### src/rsc_defs.vh
/*
 Constants for the reset source controller: register address, bit
 positions of the reset cause register, reset values and timing counts.
 Assumes it is included by bare name from the design file.
*/
`ifndef RSC_DEFS_VH
`define RSC_DEFS_VH

`define RSC_REG_ADDR 8'hEF

`define RSC_BIT_PIN 0
`define RSC_BIT_PWR 1
`define RSC_BIT_CLK 2
`define RSC_BIT_WDT 3
`define RSC_BIT_SW 4
`define RSC_BIT_CMP 5
`define RSC_BIT_FLASH 6
`define RSC_BIT_RTC 7

`define RSC_FLAGS_POR 8'h02
`define RSC_PWR_EN_POR 1'b1

`define RSC_CLK_MHZ 50
`define RSC_CLK_LOSS_US 100
`define RSC_CLK_LOSS_CYC (`RSC_CLK_LOSS_US * `RSC_CLK_MHZ)

`define RSC_WDT_DIV 12
`define RSC_WDT_LIMIT 16'hFFFF
`define RSC_HOLD_CYC 16

`define RSC_ST_RUN 1'b0
`define RSC_ST_HOLD 1'b1

`endif

### src/rsc_reset_source_controller.v
/*
 Reset source controller: merges every reset request into one system
 reset, records the cause in the reset cause register and holds the
 enables for the switchable sources, plus the counter array watchdog.
 Assumes the special-function-register port and the source blocks run
 on sys_clk; the reset pin, comparator, clock monitor, supply monitor
 and real-time clock levels are asynchronous and are synchronised here.
*/
// Functional notes
// RULE1: Low reset pin forces reset; pin flag bit 0 set when leaving it.
// RULE2: Reset pin keeps working in suspend and sleep.
// RULE3: Enabled clock-loss detector resets after clock stalls over 100 us.
// RULE4: Bit 2 write enables clock-loss detector; reads 1 only after it.
// RULE5: Clock-loss reset blocked in low power, enable restored afterwards.
// RULE6: Bit 5 write selects comparator reset; reads 1 only after it.
// RULE7: Enabled comparator holds reset while plus input below minus; here the enable clears at reset entry, so reset ends after the hold.
// RULE8: Comparator reset works in low power if comparator wake enabled.
// RULE9: Software settles comparator before setting its reset enable.
// RULE10: Every reset leaves watchdog enabled, clocked at system clock/12.
// RULE11: Watchdog overflow resets and sets read-only flag bit 3.
// RULE12: Watchdog reset blocked in low power, enable restored afterwards.
// RULE13: Writes, code reads or fetches above lock byte cause flash error.
// RULE14: Security-blocked access or write without supply monitor too.
// RULE15: Flash error reset sets read-only flag bit 6.
// RULE16: Real-time clock requests reset on oscillator fail or alarm.
// RULE17: Bit 7 enables real-time clock reset, flags it, works asleep.
// RULE18: Writing 1 to bit 4 forces reset; bit reads 1 afterwards.
// RULE19: Internal resets never drive or change the reset pin.
// RULE20: Bit 1 enables supply monitor reset; reads 1 after power resets.
// RULE21: When bit 1 reads 1 the other bits are not meaningful.
// RULE22: Enabling supply reset before monitor settles may reset at once.
// RULE23: Software writes bit 1 as 1 on every register write.
// RULE24: Software enables the supply monitor before selecting it.
// RULE25: All enabled requests form one reset; causes captured at entry.
// RULE26: Bit 4 reads the recorded cause, not the written value.
`timescale 1ns/1ns
`include "rsc_defs.vh"

module rsc_reset_source_controller #(
    parameter CLK_LOSS_CYC = `RSC_CLK_LOSS_CYC,
    parameter HOLD_CYC = `RSC_HOLD_CYC,
    parameter [15:0] WDT_LIMIT = `RSC_WDT_LIMIT,
    parameter AW = 16
) (
    // Clock, reset, enable
    input wire sys_clk,
    input wire rst,
    input wire ce,
    // Register port
    input wire [7:0] sfr_addr,
    input wire sfr_wr,
    input wire [7:0] sfr_wdata,
    output reg [7:0] sfr_rdata_q,
    // Asynchronous source levels
    input wire reset_pin_n,
    input wire comparator_above,
    input wire clock_monitor,
    input wire supply_low,
    input wire rtc_clk_slow,
    input wire rtc_alarm_match,
    // Source settings, same clock domain
    input wire low_power,
    input wire cmp_wake_en,
    input wire rtc_loss_det_en,
    input wire rtc_alarm_en,
    input wire supply_monitor_enable,
    // Watchdog control, same clock domain
    input wire wdt_disable,
    input wire wdt_kick,
    // Flash access monitor, same clock domain
    input wire [AW-1:0] flash_addr,
    input wire [AW-1:0] lock_addr,
    input wire external_data_move_wr,
    input wire flash_write_enable,
    input wire code_data_move,
    input wire instr_fetch,
    input wire flash_wr_erase,
    input wire security_block,
    // Results
    output reg sys_reset_q,
    output reg wdt_running_q
);

    function above_lock;
        input [AW-1:0] a;
        input [AW-1:0] lim;
        begin
            above_lock = a > lim;
        end
    endfunction

    localparam SN = 6;
    localparam [31:0] WDT_DIV_LAST = `RSC_WDT_DIV - 1;

    reg [SN-1:0] sync1_q;
    reg [SN-1:0] sync2_q;
    reg mon_prev_q;
    reg state_q;
    reg [15:0] hold_q;
    reg [31:0] loss_q;
    reg [3:0] wdt_pre_q;
    reg [15:0] wdt_cnt_q;
    reg wdt_ovf_q;
    reg [7:0] flags_q;
    reg clk_en_q;
    reg cmp_en_q;
    reg rtc_en_q;
    reg pwr_en_q;
    reg sw_req_q;

    wire [SN-1:0] raw;
    wire pin_s;
    wire cmp_s;
    wire mon_s;
    wire sup_s;
    wire rslow_s;
    wire ralarm_s;
    wire req_pin;
    wire req_clk;
    wire req_cmp;
    wire req_wdt;
    wire req_flash;
    wire req_rtc;
    wire req_pwr;
    wire any_req;
    wire reg_wr;
    wire [7:0] cause;

    assign raw = {rtc_alarm_match, rtc_clk_slow, supply_low,
        clock_monitor, comparator_above, reset_pin_n};
    assign pin_s = sync2_q[0];
    assign cmp_s = sync2_q[1];
    assign mon_s = sync2_q[2];
    assign sup_s = sync2_q[3];
    assign rslow_s = sync2_q[4];
    assign ralarm_s = sync2_q[5];

    // No low-power gating on the pin path [RULE2]
    assign req_pin = ~pin_s; // [RULE1]
    // Stall counter only runs when the detector is enabled and awake
    assign req_clk = clk_en_q & ~low_power
        & (loss_q >= CLK_LOSS_CYC); // [RULE3] [RULE5]
    // Comparator output acts as an active-low reset [RULE7]
    assign req_cmp = cmp_en_q & ~cmp_s
        & (~low_power | cmp_wake_en); // [RULE8]
    assign req_wdt = wdt_ovf_q & ~low_power; // [RULE12]
    assign req_flash = (external_data_move_wr & flash_write_enable
        & above_lock(flash_addr, lock_addr))
        | (code_data_move & above_lock(flash_addr, lock_addr))
        | (instr_fetch & above_lock(flash_addr, lock_addr)) // [RULE13]
        | security_block
        | (flash_wr_erase & ~supply_monitor_enable); // [RULE14]
    // Real-time clock stays armed in low power
    assign req_rtc = rtc_en_q & ((rtc_loss_det_en & rslow_s)
        | (rtc_alarm_en & ralarm_s)); // [RULE16] [RULE17]
    // Selecting the supply while it is still low resets at once [RULE22]
    assign req_pwr = pwr_en_q & supply_monitor_enable & sup_s;
    assign any_req = req_pin | req_clk | req_cmp | req_wdt
        | req_flash | req_rtc | req_pwr | sw_req_q; // [RULE25]

    assign cause = {req_rtc, req_flash, req_cmp, sw_req_q,
        req_wdt, req_clk, req_pwr, req_pin};
    assign reg_wr = sfr_wr & (sfr_addr == `RSC_REG_ADDR) & ~sys_reset_q;

    // The pin is input only here, so no internal reset can reach it
    // [RULE19]
    always @(posedge sys_clk or posedge rst) begin
        if (rst) begin
            sync1_q <= {SN{1'b0}};
            sync2_q <= {SN{1'b0}};
            mon_prev_q <= 1'b0;
        end else if (ce) begin
            sync1_q <= raw;
            sync2_q <= sync1_q;
            mon_prev_q <= mon_s;
        end
    end

    // Edges of the monitored clock restart the stall count
    always @(posedge sys_clk or posedge rst) begin
        if (rst) begin
            loss_q <= 32'h00000000;
        end else if (ce) begin
            if (mon_s != mon_prev_q || !clk_en_q || low_power) begin
                loss_q <= 32'h00000000;
            end else if (loss_q < CLK_LOSS_CYC) begin
                loss_q <= loss_q + 32'h00000001; // [RULE3]
            end
        end
    end

    // Reset sequencer: entry captures the cause, exit after a quiet hold
    always @(posedge sys_clk or posedge rst) begin
        if (rst) begin
            state_q <= `RSC_ST_HOLD;
            hold_q <= 16'h0000;
            sys_reset_q <= 1'b1;
            flags_q <= `RSC_FLAGS_POR;
        end else if (ce) begin
            case (state_q)
                `RSC_ST_RUN: begin
                    if (any_req) begin
                        state_q <= `RSC_ST_HOLD;
                        sys_reset_q <= 1'b1;
                        hold_q <= 16'h0000;
                        flags_q <= cause; // [RULE25] [RULE11] [RULE15]
                    end
                end
                `RSC_ST_HOLD: begin
                    if (any_req) begin
                        hold_q <= 16'h0000;
                    end else if (hold_q >= HOLD_CYC[15:0]) begin
                        // Pin flag already captured, shows on exit [RULE1]
                        state_q <= `RSC_ST_RUN;
                        sys_reset_q <= 1'b0;
                    end else begin
                        hold_q <= hold_q + 16'h0001;
                    end
                end
                default: begin
                    state_q <= `RSC_ST_HOLD;
                    sys_reset_q <= 1'b1;
                end
            endcase
        end
    end

    // Enables; the power-fail enable survives internal resets
    always @(posedge sys_clk or posedge rst) begin
        if (rst) begin
            clk_en_q <= 1'b0;
            cmp_en_q <= 1'b0;
            rtc_en_q <= 1'b0;
            pwr_en_q <= `RSC_PWR_EN_POR;
            sw_req_q <= 1'b0;
        end else if (ce) begin
            sw_req_q <= 1'b0;
            if (sys_reset_q) begin
                clk_en_q <= 1'b0;
                cmp_en_q <= 1'b0;
                rtc_en_q <= 1'b0;
            end else if (reg_wr) begin
                // Held enables are untouched by low power [RULE5]
                clk_en_q <= sfr_wdata[`RSC_BIT_CLK]; // [RULE4]
                cmp_en_q <= sfr_wdata[`RSC_BIT_CMP]; // [RULE6]
                rtc_en_q <= sfr_wdata[`RSC_BIT_RTC]; // [RULE17]
                pwr_en_q <= sfr_wdata[`RSC_BIT_PWR]; // [RULE20]
                sw_req_q <= sfr_wdata[`RSC_BIT_SW]; // [RULE18]
            end
        end
    end

    // Watchdog: prescale by 12, overflow on the tick after the count reaches the limit
    always @(posedge sys_clk or posedge rst) begin
        if (rst) begin
            wdt_running_q <= 1'b1;
            wdt_pre_q <= 4'h0;
            wdt_cnt_q <= 16'h0000;
            wdt_ovf_q <= 1'b0;
        end else if (ce) begin
            if (sys_reset_q) begin
                wdt_running_q <= 1'b1; // [RULE10]
                wdt_pre_q <= 4'h0;
                wdt_cnt_q <= 16'h0000;
                wdt_ovf_q <= 1'b0;
            end else begin
                if (wdt_disable) begin
                    wdt_running_q <= 1'b0;
                end
                if (wdt_kick) begin
                    wdt_cnt_q <= 16'h0000;
                    wdt_pre_q <= 4'h0;
                end else if (wdt_running_q && !low_power) begin
                    // Count freezes asleep so the setting resumes [RULE12]
                    if (wdt_pre_q == WDT_DIV_LAST[3:0]) begin
                        wdt_pre_q <= 4'h0; // [RULE10]
                        if (wdt_cnt_q == WDT_LIMIT) begin
                            wdt_ovf_q <= 1'b1; // [RULE11]
                        end else begin
                            wdt_cnt_q <= wdt_cnt_q + 16'h0001;
                        end
                    end else begin
                        wdt_pre_q <= wdt_pre_q + 4'h1;
                    end
                end
            end
        end
    end

    // Read data: bit 4 shows the captured cause, never the write [RULE26]
    // Other bits carry no meaning while bit 1 is set [RULE21]
    always @(posedge sys_clk or posedge rst) begin
        if (rst) begin
            sfr_rdata_q <= 8'h00;
        end else if (ce) begin
            if (sfr_addr == `RSC_REG_ADDR) begin
                sfr_rdata_q <= flags_q; // [RULE4] [RULE6] [RULE20]
            end else begin
                sfr_rdata_q <= 8'h00;
            end
        end
    end

endmodule

### config.mk
export PLATFORM = sky130hd
export DESIGN_NAME = rsc_reset_source_controller
export DESIGN_NICKNAME = d
export VERILOG_FILES = /design/src/rsc_reset_source_controller.v
export VERILOG_INCLUDE_DIRS = /design/src
export SDC_FILE = /design/constraint.sdc
export NUM_CORES = 1
export LEC_CHECK = 0
export BUFFER_PORTS_ARGS = -buffer_cell sky130_fd_sc_hd__buf_2
export CORE_ASPECT_RATIO = 1.4
export CORE_UTILIZATION = 59
export DETAILED_ROUTE_END_ITERATION = 10
export PLACE_DENSITY = 0.82
export SYNTH_ARGS = -nofsm -noshare
export SYNTH_HDL_FRONTEND = slang
export SYNTH_SLANG_ARGS = --single-unit
### constraint.sdc
create_clock -name sys_clk -period 8.6 [get_ports sys_clk]
set_clock_uncertainty 0.1 [all_clocks]
set_input_delay 0.86 -clock sys_clk [delete_from_list [all_inputs] [get_ports sys_clk]]
set_output_delay 0.86 -clock sys_clk [all_outputs]
set_load 0.1 [all_outputs]
# Word level (Yosys, flattened, before mapping)
# Cells that the tools add are included.
totals:
  ff_bits: 106
  word_cells: 134
op_classes:
  n_addsub: 4
  n_lt_le_gt_ge: 4
  n_eq_ne: 10
  mux: 39
  bitwise_logic: 36
  n_reduce_logical: 23
ops:
  columns: ["operator", "count"]
  rows:
  - ["16-bit 2-to-1 mux", 8]
  - ["32-bit 2-to-1 mux", 2]
  - ["16-bit by 1-bit adder with 16-bit output (second input constant)", 2]
  - ["32-bit by 1-bit adder with 32-bit output (second input constant)", 1]
  - ["32-bit by 13-bit >= comparator with 1-bit output (second input constant)", 1]
  - ["32-bit by 13-bit less-than comparator with 1-bit output (second input constant)", 1]
  - ["16-bit case mux with 2 select lines", 1]
  - ["1-bit 2-to-1 mux", 21]
  - ["1-bit AND", 17]
  - ["16-bit equality test (second input constant)", 1]
  - ["16-bit by 5-bit >= comparator with 1-bit output (second input constant)", 1]
  - ["16-bit > comparator", 1]
  - ["4-bit 2-to-1 mux", 4]
  - ["1-bit OR", 13]
  - ["2-bit nonzero test", 6]
  - ["3-bit AND reduction", 3]
  - ["8-bit equality test (second input constant)", 1]
  - ["8-bit 2-to-1 mux", 1]
  - ["2-bit AND reduction", 4]
  - ["4-bit AND reduction", 2]
  - ["3-bit != test (second input constant)", 2]
  - ["1-bit NOT", 6]
  - ["3-bit nonzero test", 2]
  - ["5-bit AND reduction", 1]
  - ["other kinds (9)", 14]

# Longest topological paths before layout
# Gate-level depths: netlist (run 1).
logic_depth:
  depth_word: 12
  mapped_depth: 9
  mapped_depth_nobuf: 8

# Worst setup path before layout (run 1)
# Ideal clock, no wire load.
synth_timing:
  kind: "in2reg"
  start: "input lock_addr[15]"
  end: "register flags_q[3]"
  t_arrival_ps: 2834
  required_ps: 8375
  slack_ps: 5541
  stages: 7
  path_buffers: 0
  cell_sequence: "inv_1 -> ha_1 -> a2111o_1 -> nor4_4 -> a31oi_4 -> o31ai_4 -> mux2_4"
synth_via:
  elab_chain_len: 11
synth_lines:
  columns: ["item", "line_no", "rtl"]
  rows:
  - ["start: declaration", "rsc_reset_source_controller.v:72", "input wire [AW-1:0] lock_addr,"]
  - ["16-bit > comparator *", "rsc_reset_source_controller.v:88", "above_lock = a > lim;"]
  - ["1-bit AND, on equally long branches", "rsc_reset_source_controller.v:148, rsc_reset_source_controller.v:149", null]
  - ["1-bit OR", "rsc_reset_source_controller.v:149", "| (code_data_move & above_lock(flash_addr, lock_addr))"]
  - ["1-bit OR *", "rsc_reset_source_controller.v:150", "| (instr_fetch & above_lock(flash_addr, lock_addr))"]
  - ["1-bit OR *", "rsc_reset_source_controller.v:151", "| security_block"]
  - ["1-bit OR *", "rsc_reset_source_controller.v:152", "| (flash_wr_erase & ~supply_monitor_enable);"]
  - ["1-bit OR * (4 in a row)", "rsc_reset_source_controller.v:159", "| req_flash | req_rtc | req_pwr | sw_req_q;"]
  - ["3-bit AND reduction (no source line) *", null, null]
  - ["end signal: assignment", "rsc_reset_source_controller.v:198", "flags_q <= `RSC_FLAGS_POR;"]
  - ["end signal: assignment", "rsc_reset_source_controller.v:206", "flags_q <= cause;"]
  - ["end: declaration", "rsc_reset_source_controller.v:104", "reg [7:0] flags_q;"]
# Every way passes the cells marked *; elsewhere a longest branch is shown, timed or not.
# A chain may end at the register's enable or synchronous reset.

# Worst setup path in the final report (run 1)
layout_timing:
  start: "input ce"
  end: "register wdt_cnt_q[6]"
layout_via:
  elab_chain_len: 1
layout_lines:
  columns: ["item", "line_no", "rtl"]
  rows:
  - ["start: declaration", "rsc_reset_source_controller.v:48", "input wire ce,"]
  - ["4-bit AND reduction (no source line)", null, null]
  - ["end signal: assignment", "rsc_reset_source_controller.v:280", "wdt_cnt_q <= wdt_cnt_q + 16'h0001;"]
  - ["end: declaration", "rsc_reset_source_controller.v:102", "reg [15:0] wdt_cnt_q;"]
# No other way between the ends.

==> results of run 1 <==
[logic make-up (layout without fill, tap and decap cells)]
group                    Yosys count  after routing  share of synthesized area
buffers and inverters             49            129                     0.0359
adder cells (fa/ha/maj)           22             22                     0.0509
XOR/XNOR                          16             16                     0.0259
multiplexers                      25             25                     0.0546
AO/OA/AOI/OAI                    109            109                      0.142
flip-flops                       106            106                      0.492
AND/OR/NAND/NOR                  194            194                      0.199
[worst paths after layout]
check | startpoint | to | slack, ns
max | ce | wdt_cnt_q[6] | 5.48
min | hold_q[8] | hold_q[8] | 0.38
max reg2reg | sys_reset_q | wdt_cnt_q[6] | 5.91
min reg2reg | hold_q[8] | hold_q[8] | 0.38
max in group asynchronous | rst | sfr_rdata_q[4] | 6.78
min in group asynchronous | rst | wdt_cnt_q[4] | 0.44
[area by class of cell]
| class | count | area [µm²] |
|---|---|---|
| clock buffer | 9 | 225 |
| clock inverter | 7 | 113 |
| fill | 646 | 2760 |
| inverter | 34 | 130 |
| multi-input combinational | 366 | 2550 |
| sequential | 106 | 2660 |
| tap | 107 | 134 |
| timing repair buffer | 79 | 400 |
[through the flow]
stage                     worst slack, ns  cells
final                                5.48    708
after global routing                 5.23    708
after global placement               5.23    692
after floorplan                      4.86    521
after detailed placement             5.12    692
after CTS                            5.49    708
[power breakdown]
| group | internal (mW) | switching (mW) |
|---|---|---|
| clock | 0.261 | 0.196 |
| sequential | 0.531 | 0.0266 |
| combinational | 0.0641 | 0.116 |
| total | 0.857 | 0.338 |
[registers in the layout, summed over array words and instances (netlist names), 4 cells and up]
register / cells
sfr_rdata_q: 8
flags_q: 8
hold_q: 16
wdt_pre_q: 4
sync2_q: 6
wdt_cnt_q: 16
sync1_q: 6
loss_q: 32
[per-layer routing]
metal	wire, µm	track usage	up-vias
met5	0	0	-
met4	427	0.146	0
met3	429	0.0553	31
met2	6060	0.462	114
met1	4620	0.286	2033
li1	-	-	2024
[cells in the final DEF (no fill, tap or decap), types with 3 or more instances in the layout]
master | netlist | routed
a31oi_1 | 10 | 10
nor2b_1 | 11 | 11
mux2_4 | 5 | 5
buf_2 | 2 | 77
o31ai_1 | 5 | 5
o21ai_1 | 6 | 6
nor4_1 | 6 | 6
and2_1 | 13 | 13
or4_1 | 5 | 5
dfstp_2 | 5 | 5
xor2_1 | 14 | 14
nor4b_1 | 3 | 3
a21o_1 | 5 | 5
and4_1 | 5 | 5
inv_1 | 34 | 33
o22ai_1 | 3 | 3
or3_1 | 9 | 9
ha_1 | 22 | 22
nand3_1 | 11 | 11
nand2b_1 | 3 | 3
and3_1 | 11 | 11
clkbuf_16 | 0 | 9
nor3_1 | 9 | 9
dfrtp_1 | 101 | 101
nand2_1 | 36 | 36
o21ai_0 | 22 | 22
a22o_1 | 15 | 15
nand4_1 | 14 | 14
mux2_2 | 15 | 15
mux2i_1 | 4 | 4
nor2_1 | 46 | 46
a21oi_1 | 23 | 23
==> flow_metrics.env, run 1 <==
export IMPL_yosysTopAreaCell="dfrtp_1"
export IMPL_synth_area_top_cells="dfrtp_1 47%, ha_1 5.1%, nor2_1 3.2%"
export IMPL_worstHoldPathType="flop to flop"
export IMPL_drive_above_1_share=0.221
export IMPL_cts_tree="built"
export IMPL_nets=689
export IMPL_relSlewSlack=0.312
export IMPL_htree_levels=3
export IMPL_fmax_ghz=0.320
export IMPL_dpl_cell_area_mm2=0.00588
export IMPL_hold_depth=1
export IMPL_netlist_top_cells_count="101 x dfrtp_1, 46 x nor2_1, 36 x nand2_1, 34 x inv_1, 23 x a21oi_1"
export IMPL_crit_type="input port to flop"
export IMPL_tns_ns=0
export IMPL_wl_per_cell_um=16.3
export IMPL_synth_area_mm2=0.00541
export IMPL_cts_resized=0
export IMPL_cp_end_kind="flop"
export IMPL_ys_ff_latch=106
export IMPL_cts_root_buf="clkbuf_16"
export IMPL_syn_nets=614
export IMPL_seq_area_frac_synth=0.492
export IMPL_postCtsSetupBuffers=0
export IMPL_finalSetupViolCount=0
export IMPL_rsz0062_at_grt="no"
export IMPL_core_area_mm2=0.00898
export IMPL_firstDrtPassIters=7
export IMPL_postSynthAreaPerCell_um2=10.4
export IMPL_grt_pass1_vias=4326
export IMPL_fin_crit_ns=3.12
export IMPL_clock_latency_ns=0.35
export IMPL_yosysUniqueCellTypes=61
export IMPL_grt_pass1_wl_um=19700
export IMPL_crit_chain="buf_2, o21ai_1, a211oi_2, nor3b_1, xnor2_1, nor2_1"
export IMPL_grt_usage=0.258
export IMPL_numCtsBuffers=9
export IMPL_n_antenna_cell=0
export IMPL_rr_worst_depth=6
export IMPL_clk_path_buf_depth=2
export IMPL_start_util=0.602
export IMPL_total_power_mw=1.20
export IMPL_synth_top_area_share=0.467
export IMPL_syn_to_final_growth_pct=14.9
export IMPL_irDropWorstVdd_mv=0.118
export IMPL_antenna_found_initial=0
export IMPL_grt_max_degree=68
export IMPL_startpoint_type="input port"
export IMPL_period_share=0.363
export IMPL_die_h_um=115
export IMPL_synthArstFlopShare=1.00
export IMPL_clock_sinks=106
export IMPL_tightest_slew_ns=1.03
export IMPL_synthFlopType="dfrtp_1"
export IMPL_cp_required_ns=8.73
export IMPL_dpl_hpwl_um=8210
export IMPL_path_buf_inv=1
export IMPL_cts_clk_slew_worst_paths_ns=0.07
export IMPL_status="complete, no violations"
export IMPL_slowest_stage="a211oi_2"
export IMPL_ys_warnings_count=0
export IMPL_holdWs_ns=0.377
export IMPL_final_hold_violation_count=0
export IMPL_synth_edf_count=0
export IMPL_maxCapViolations=0
export IMPL_io_pin_count=81
export IMPL_grt_overflow=0
export IMPL_via_per_inst=5.94
export IMPL_first_iter_violations=235
export IMPL_synthMostInstantiatedCell="dfrtp_1"
export IMPL_fp_dieArea_mm2=0.00956
export IMPL_crit_fanout=34
export IMPL_fin_util=0.692
export IMPL_row_count=41
export IMPL_syn_inst=521
export IMPL_wl_um=11500
export IMPL_path_delay_family="compound AO/OA/AOI/OAI gates"
export IMPL_fin_area_mm2=0.00622
export IMPL_postRouteAntennaNets=0
export IMPL_cp_arrival_ns=3.25
export IMPL_drc=0
export IMPL_cpPeakStageDelay_ns=0.91
export IMPL_io_buffers=77
export IMPL_hold_buffers=0
export IMPL_cp_depth=6
export IMPL_finalWeightedCongestion=0.769
export IMPL_power_leakage_nw=3.03
export IMPL_drv_slew=0
export IMPL_power_density_mw_per_mm2=192
export IMPL_vias=4202
export IMPL_die_w_um=82.9
No activity file was read; power rests on OpenSTA's default activity.
==> run 2: changes to the inputs <==
--- a/config.mk
+++ b/config.mk
@@ -8,9 +8,9 @@
 export LEC_CHECK = 0
 export BUFFER_PORTS_ARGS = -buffer_cell sky130_fd_sc_hd__buf_2
 export CORE_ASPECT_RATIO = 1.4
-export CORE_UTILIZATION = 59
+export CORE_UTILIZATION = 57
 export DETAILED_ROUTE_END_ITERATION = 10
-export PLACE_DENSITY = 0.82
+export PLACE_DENSITY = 0.8
 export SYNTH_ARGS = -nofsm -noshare
 export SYNTH_HDL_FRONTEND = slang
 export SYNTH_SLANG_ARGS = --single-unit
==> constraint.sdc (replaced) <==
create_clock -name sys_clk -period 2.95 [get_ports sys_clk]
set_clock_uncertainty 0.1 [all_clocks]
set_input_delay 0.295 -clock sys_clk [delete_from_list [all_inputs] [get_ports sys_clk]]
set_output_delay 0.295 -clock sys_clk [all_outputs]
set_load 0.1 [all_outputs]
==> flow_metrics.env, run 2 (synthesis results as in run 1) <==
export IMPL_wl_per_cell_um=15.6
export IMPL_fin_area_mm2=0.00625
export IMPL_grt_pass1_vias=4259
export IMPL_power_frac_seq=0.487
export IMPL_postRouteAntennaNets=0
export IMPL_numCtsBuffers=9
export IMPL_via_per_inst=5.91
export IMPL_start_util=0.592
export IMPL_instances_no_fill=716
export IMPL_finalSetupViolCount=0
export IMPL_io_pin_count=81
export IMPL_worstHoldPathType="input port to flop"
export IMPL_startpoint_type="flop"
export IMPL_grt_pass1_wl_um=19200
export IMPL_vias=4228
export IMPL_largest_register="loss_q"
export IMPL_firstDrtPassIters=5
export IMPL_fillers=694
export IMPL_layout_commonest_cell="dfrtp_1"
export IMPL_drc=0
export IMPL_die_w_um=84.3
export IMPL_rsz0062_at_grt="no"
export IMPL_period_share=0.858
export IMPL_reg_largest_list="loss_q x32, hold_q x16, wdt_cnt_q x16"
export IMPL_maxCapViolations=0
export IMPL_relSlewSlack=0.481
export IMPL_grt_usage=0.247
export IMPL_place_ws_ns=0.186
export IMPL_cpPeakStageDelay_ns=0.54
export IMPL_cp_end_kind="flop"
export IMPL_fp_dieArea_mm2=0.00989
export IMPL_drv_slew=0
export IMPL_p_sw_frac=0.297
export IMPL_status="complete, no violations"
export IMPL_clock_latency_ns=0.36
export IMPL_irDropWorstVdd_mv=0.337
export IMPL_fin_ws_ns=0.418
export IMPL_syn_to_final_growth_pct=15.6
export IMPL_power_leakage_nw=3.06
export IMPL_cp_arrival_ns=2.68
export IMPL_fin_crit_ns=2.53
export IMPL_n_antenna_cell=0
export IMPL_crit_type="flop to flop"
export IMPL_tightest_slew_ns=0.778
export IMPL_cp_required_ns=3.09
export IMPL_finalWeightedCongestion=0.761
export IMPL_cts_resized=0
export IMPL_wl_um=11200
export IMPL_fin_util=0.685
export IMPL_final_hold_violation_count=0
export IMPL_row_count=41
export IMPL_tns_ns=0
export IMPL_dpl_hpwl_um=8360
export IMPL_power_frac_clock=0.354
export IMPL_internal_power_mw=2.34
export IMPL_cts_root_buf="clkbuf_16"
export IMPL_clk_path_buf_depth=2
export IMPL_total_power_mw=3.34
export IMPL_largest_reg_flops=32
export IMPL_core_area_mm2=0.00913
export IMPL_crit_chain="nor4_1, nand2_1, nor3_4, a211oi_2, o31ai_4, mux2_4"
export IMPL_die_h_um=117
export IMPL_cts_tree="built"
export IMPL_dp_cells=699
export IMPL_comb_power_share=0.159
export IMPL_antenna_found_initial=0
export IMPL_dpl_cell_area_mm2=0.00594
export IMPL_nets=697
export IMPL_drive_above_1_share=0.230
export IMPL_grt_overflow=0
export IMPL_first_iter_violations=272
export IMPL_clock_sinks=106
export IMPL_crit_fanout=10
export IMPL_p_switching_mw=0.992
export IMPL_htree_levels=3
export IMPL_slowest_stage="o31ai_4"
export IMPL_cts_clk_slew_worst_paths_ns=0.08
export IMPL_io_buffers=77
export IMPL_final_cell_mix="101 x dfrtp_1, 77 x buf_2, 46 x nor2_1"
export IMPL_fmax_ghz=0.395
export IMPL_grt_max_degree=43
export IMPL_holdWs_ns=0.0674
export IMPL_power_density_mw_per_mm2=534
-- run 2: cell count changes in the layout (fill, tap and decap cells not counted), sizes merged --
cell         before  now
bufinv            2    0
clkinv            2    4
dlygate4sd3       0    1
buf              79   86
-- run 2: what timing repair did --
item / in CTS / in global routing
buffers inserted: 0 / 0
hold endpoints to repair: 25 / 0
hold buffers: 1 / 0
-- run 2: routing by layer --
metal  share of wire  global-route usage  vias to the layer above  wire length, µm
met2            0.53               0.467                       98             5930
li1                -                   -                     2046                -
met4           0.021               0.102                        0              231
met1            0.41               0.274                     2070             4600
met3           0.036              0.0477                       14              403
met5               0                   0                        -                0
-- run 2: cell type report --
class	instances	area, µm²	share of cell area
clock buffers	9	225	0.0360
clock inverters	7	71.3	0.0114
multi-input cells	366	2550	0.409
well taps	107	134	0.0214
flip-flops and latches	106	2660	0.425
repair buffers	87	475	0.0761
inverters	34	131	0.0210
-- run 2: power groups by stage --
stage | combinational [mW] | sequential [mW] | clock [mW]
6_report | 0.531 | 1.62 | 1.18
5_1_grt | 0.591 | 1.64 | 1.24
3_5_place_dp | 0.532 | 1.65 | 0
3_3_place_gp | 0.511 | 1.65 | 0
4_1_cts | 0.534 | 1.63 | 1.19
2_1_floorplan | 0.328 | 1.70 | 0
-- run 2: path summary, 6_finish.rpt --
check                                  from            to  slack [ns]  cells past startpoint
max                              loss_q[18]    flags_q[3]        0.42                      6
min                        comparator_above    sync1_q[1]        0.07                      2
max reg2reg                      loss_q[18]    flags_q[3]        0.42                      6
min reg2reg                      hold_q[14]    hold_q[14]        0.38                      1
max in group asynchronous               rst    loss_q[31]        1.61                      4
min in group asynchronous               rst  wdt_pre_q[3]        0.46                      3
-- run 2: critical path, delay by kind of cell, from the launching register on --
family	cells	cell delay, ns
and+or+nand+nor	3	0.76
DFF	1	0.42
muxes	1	0.34
AOI/OAI and AO/OA	2	0.79
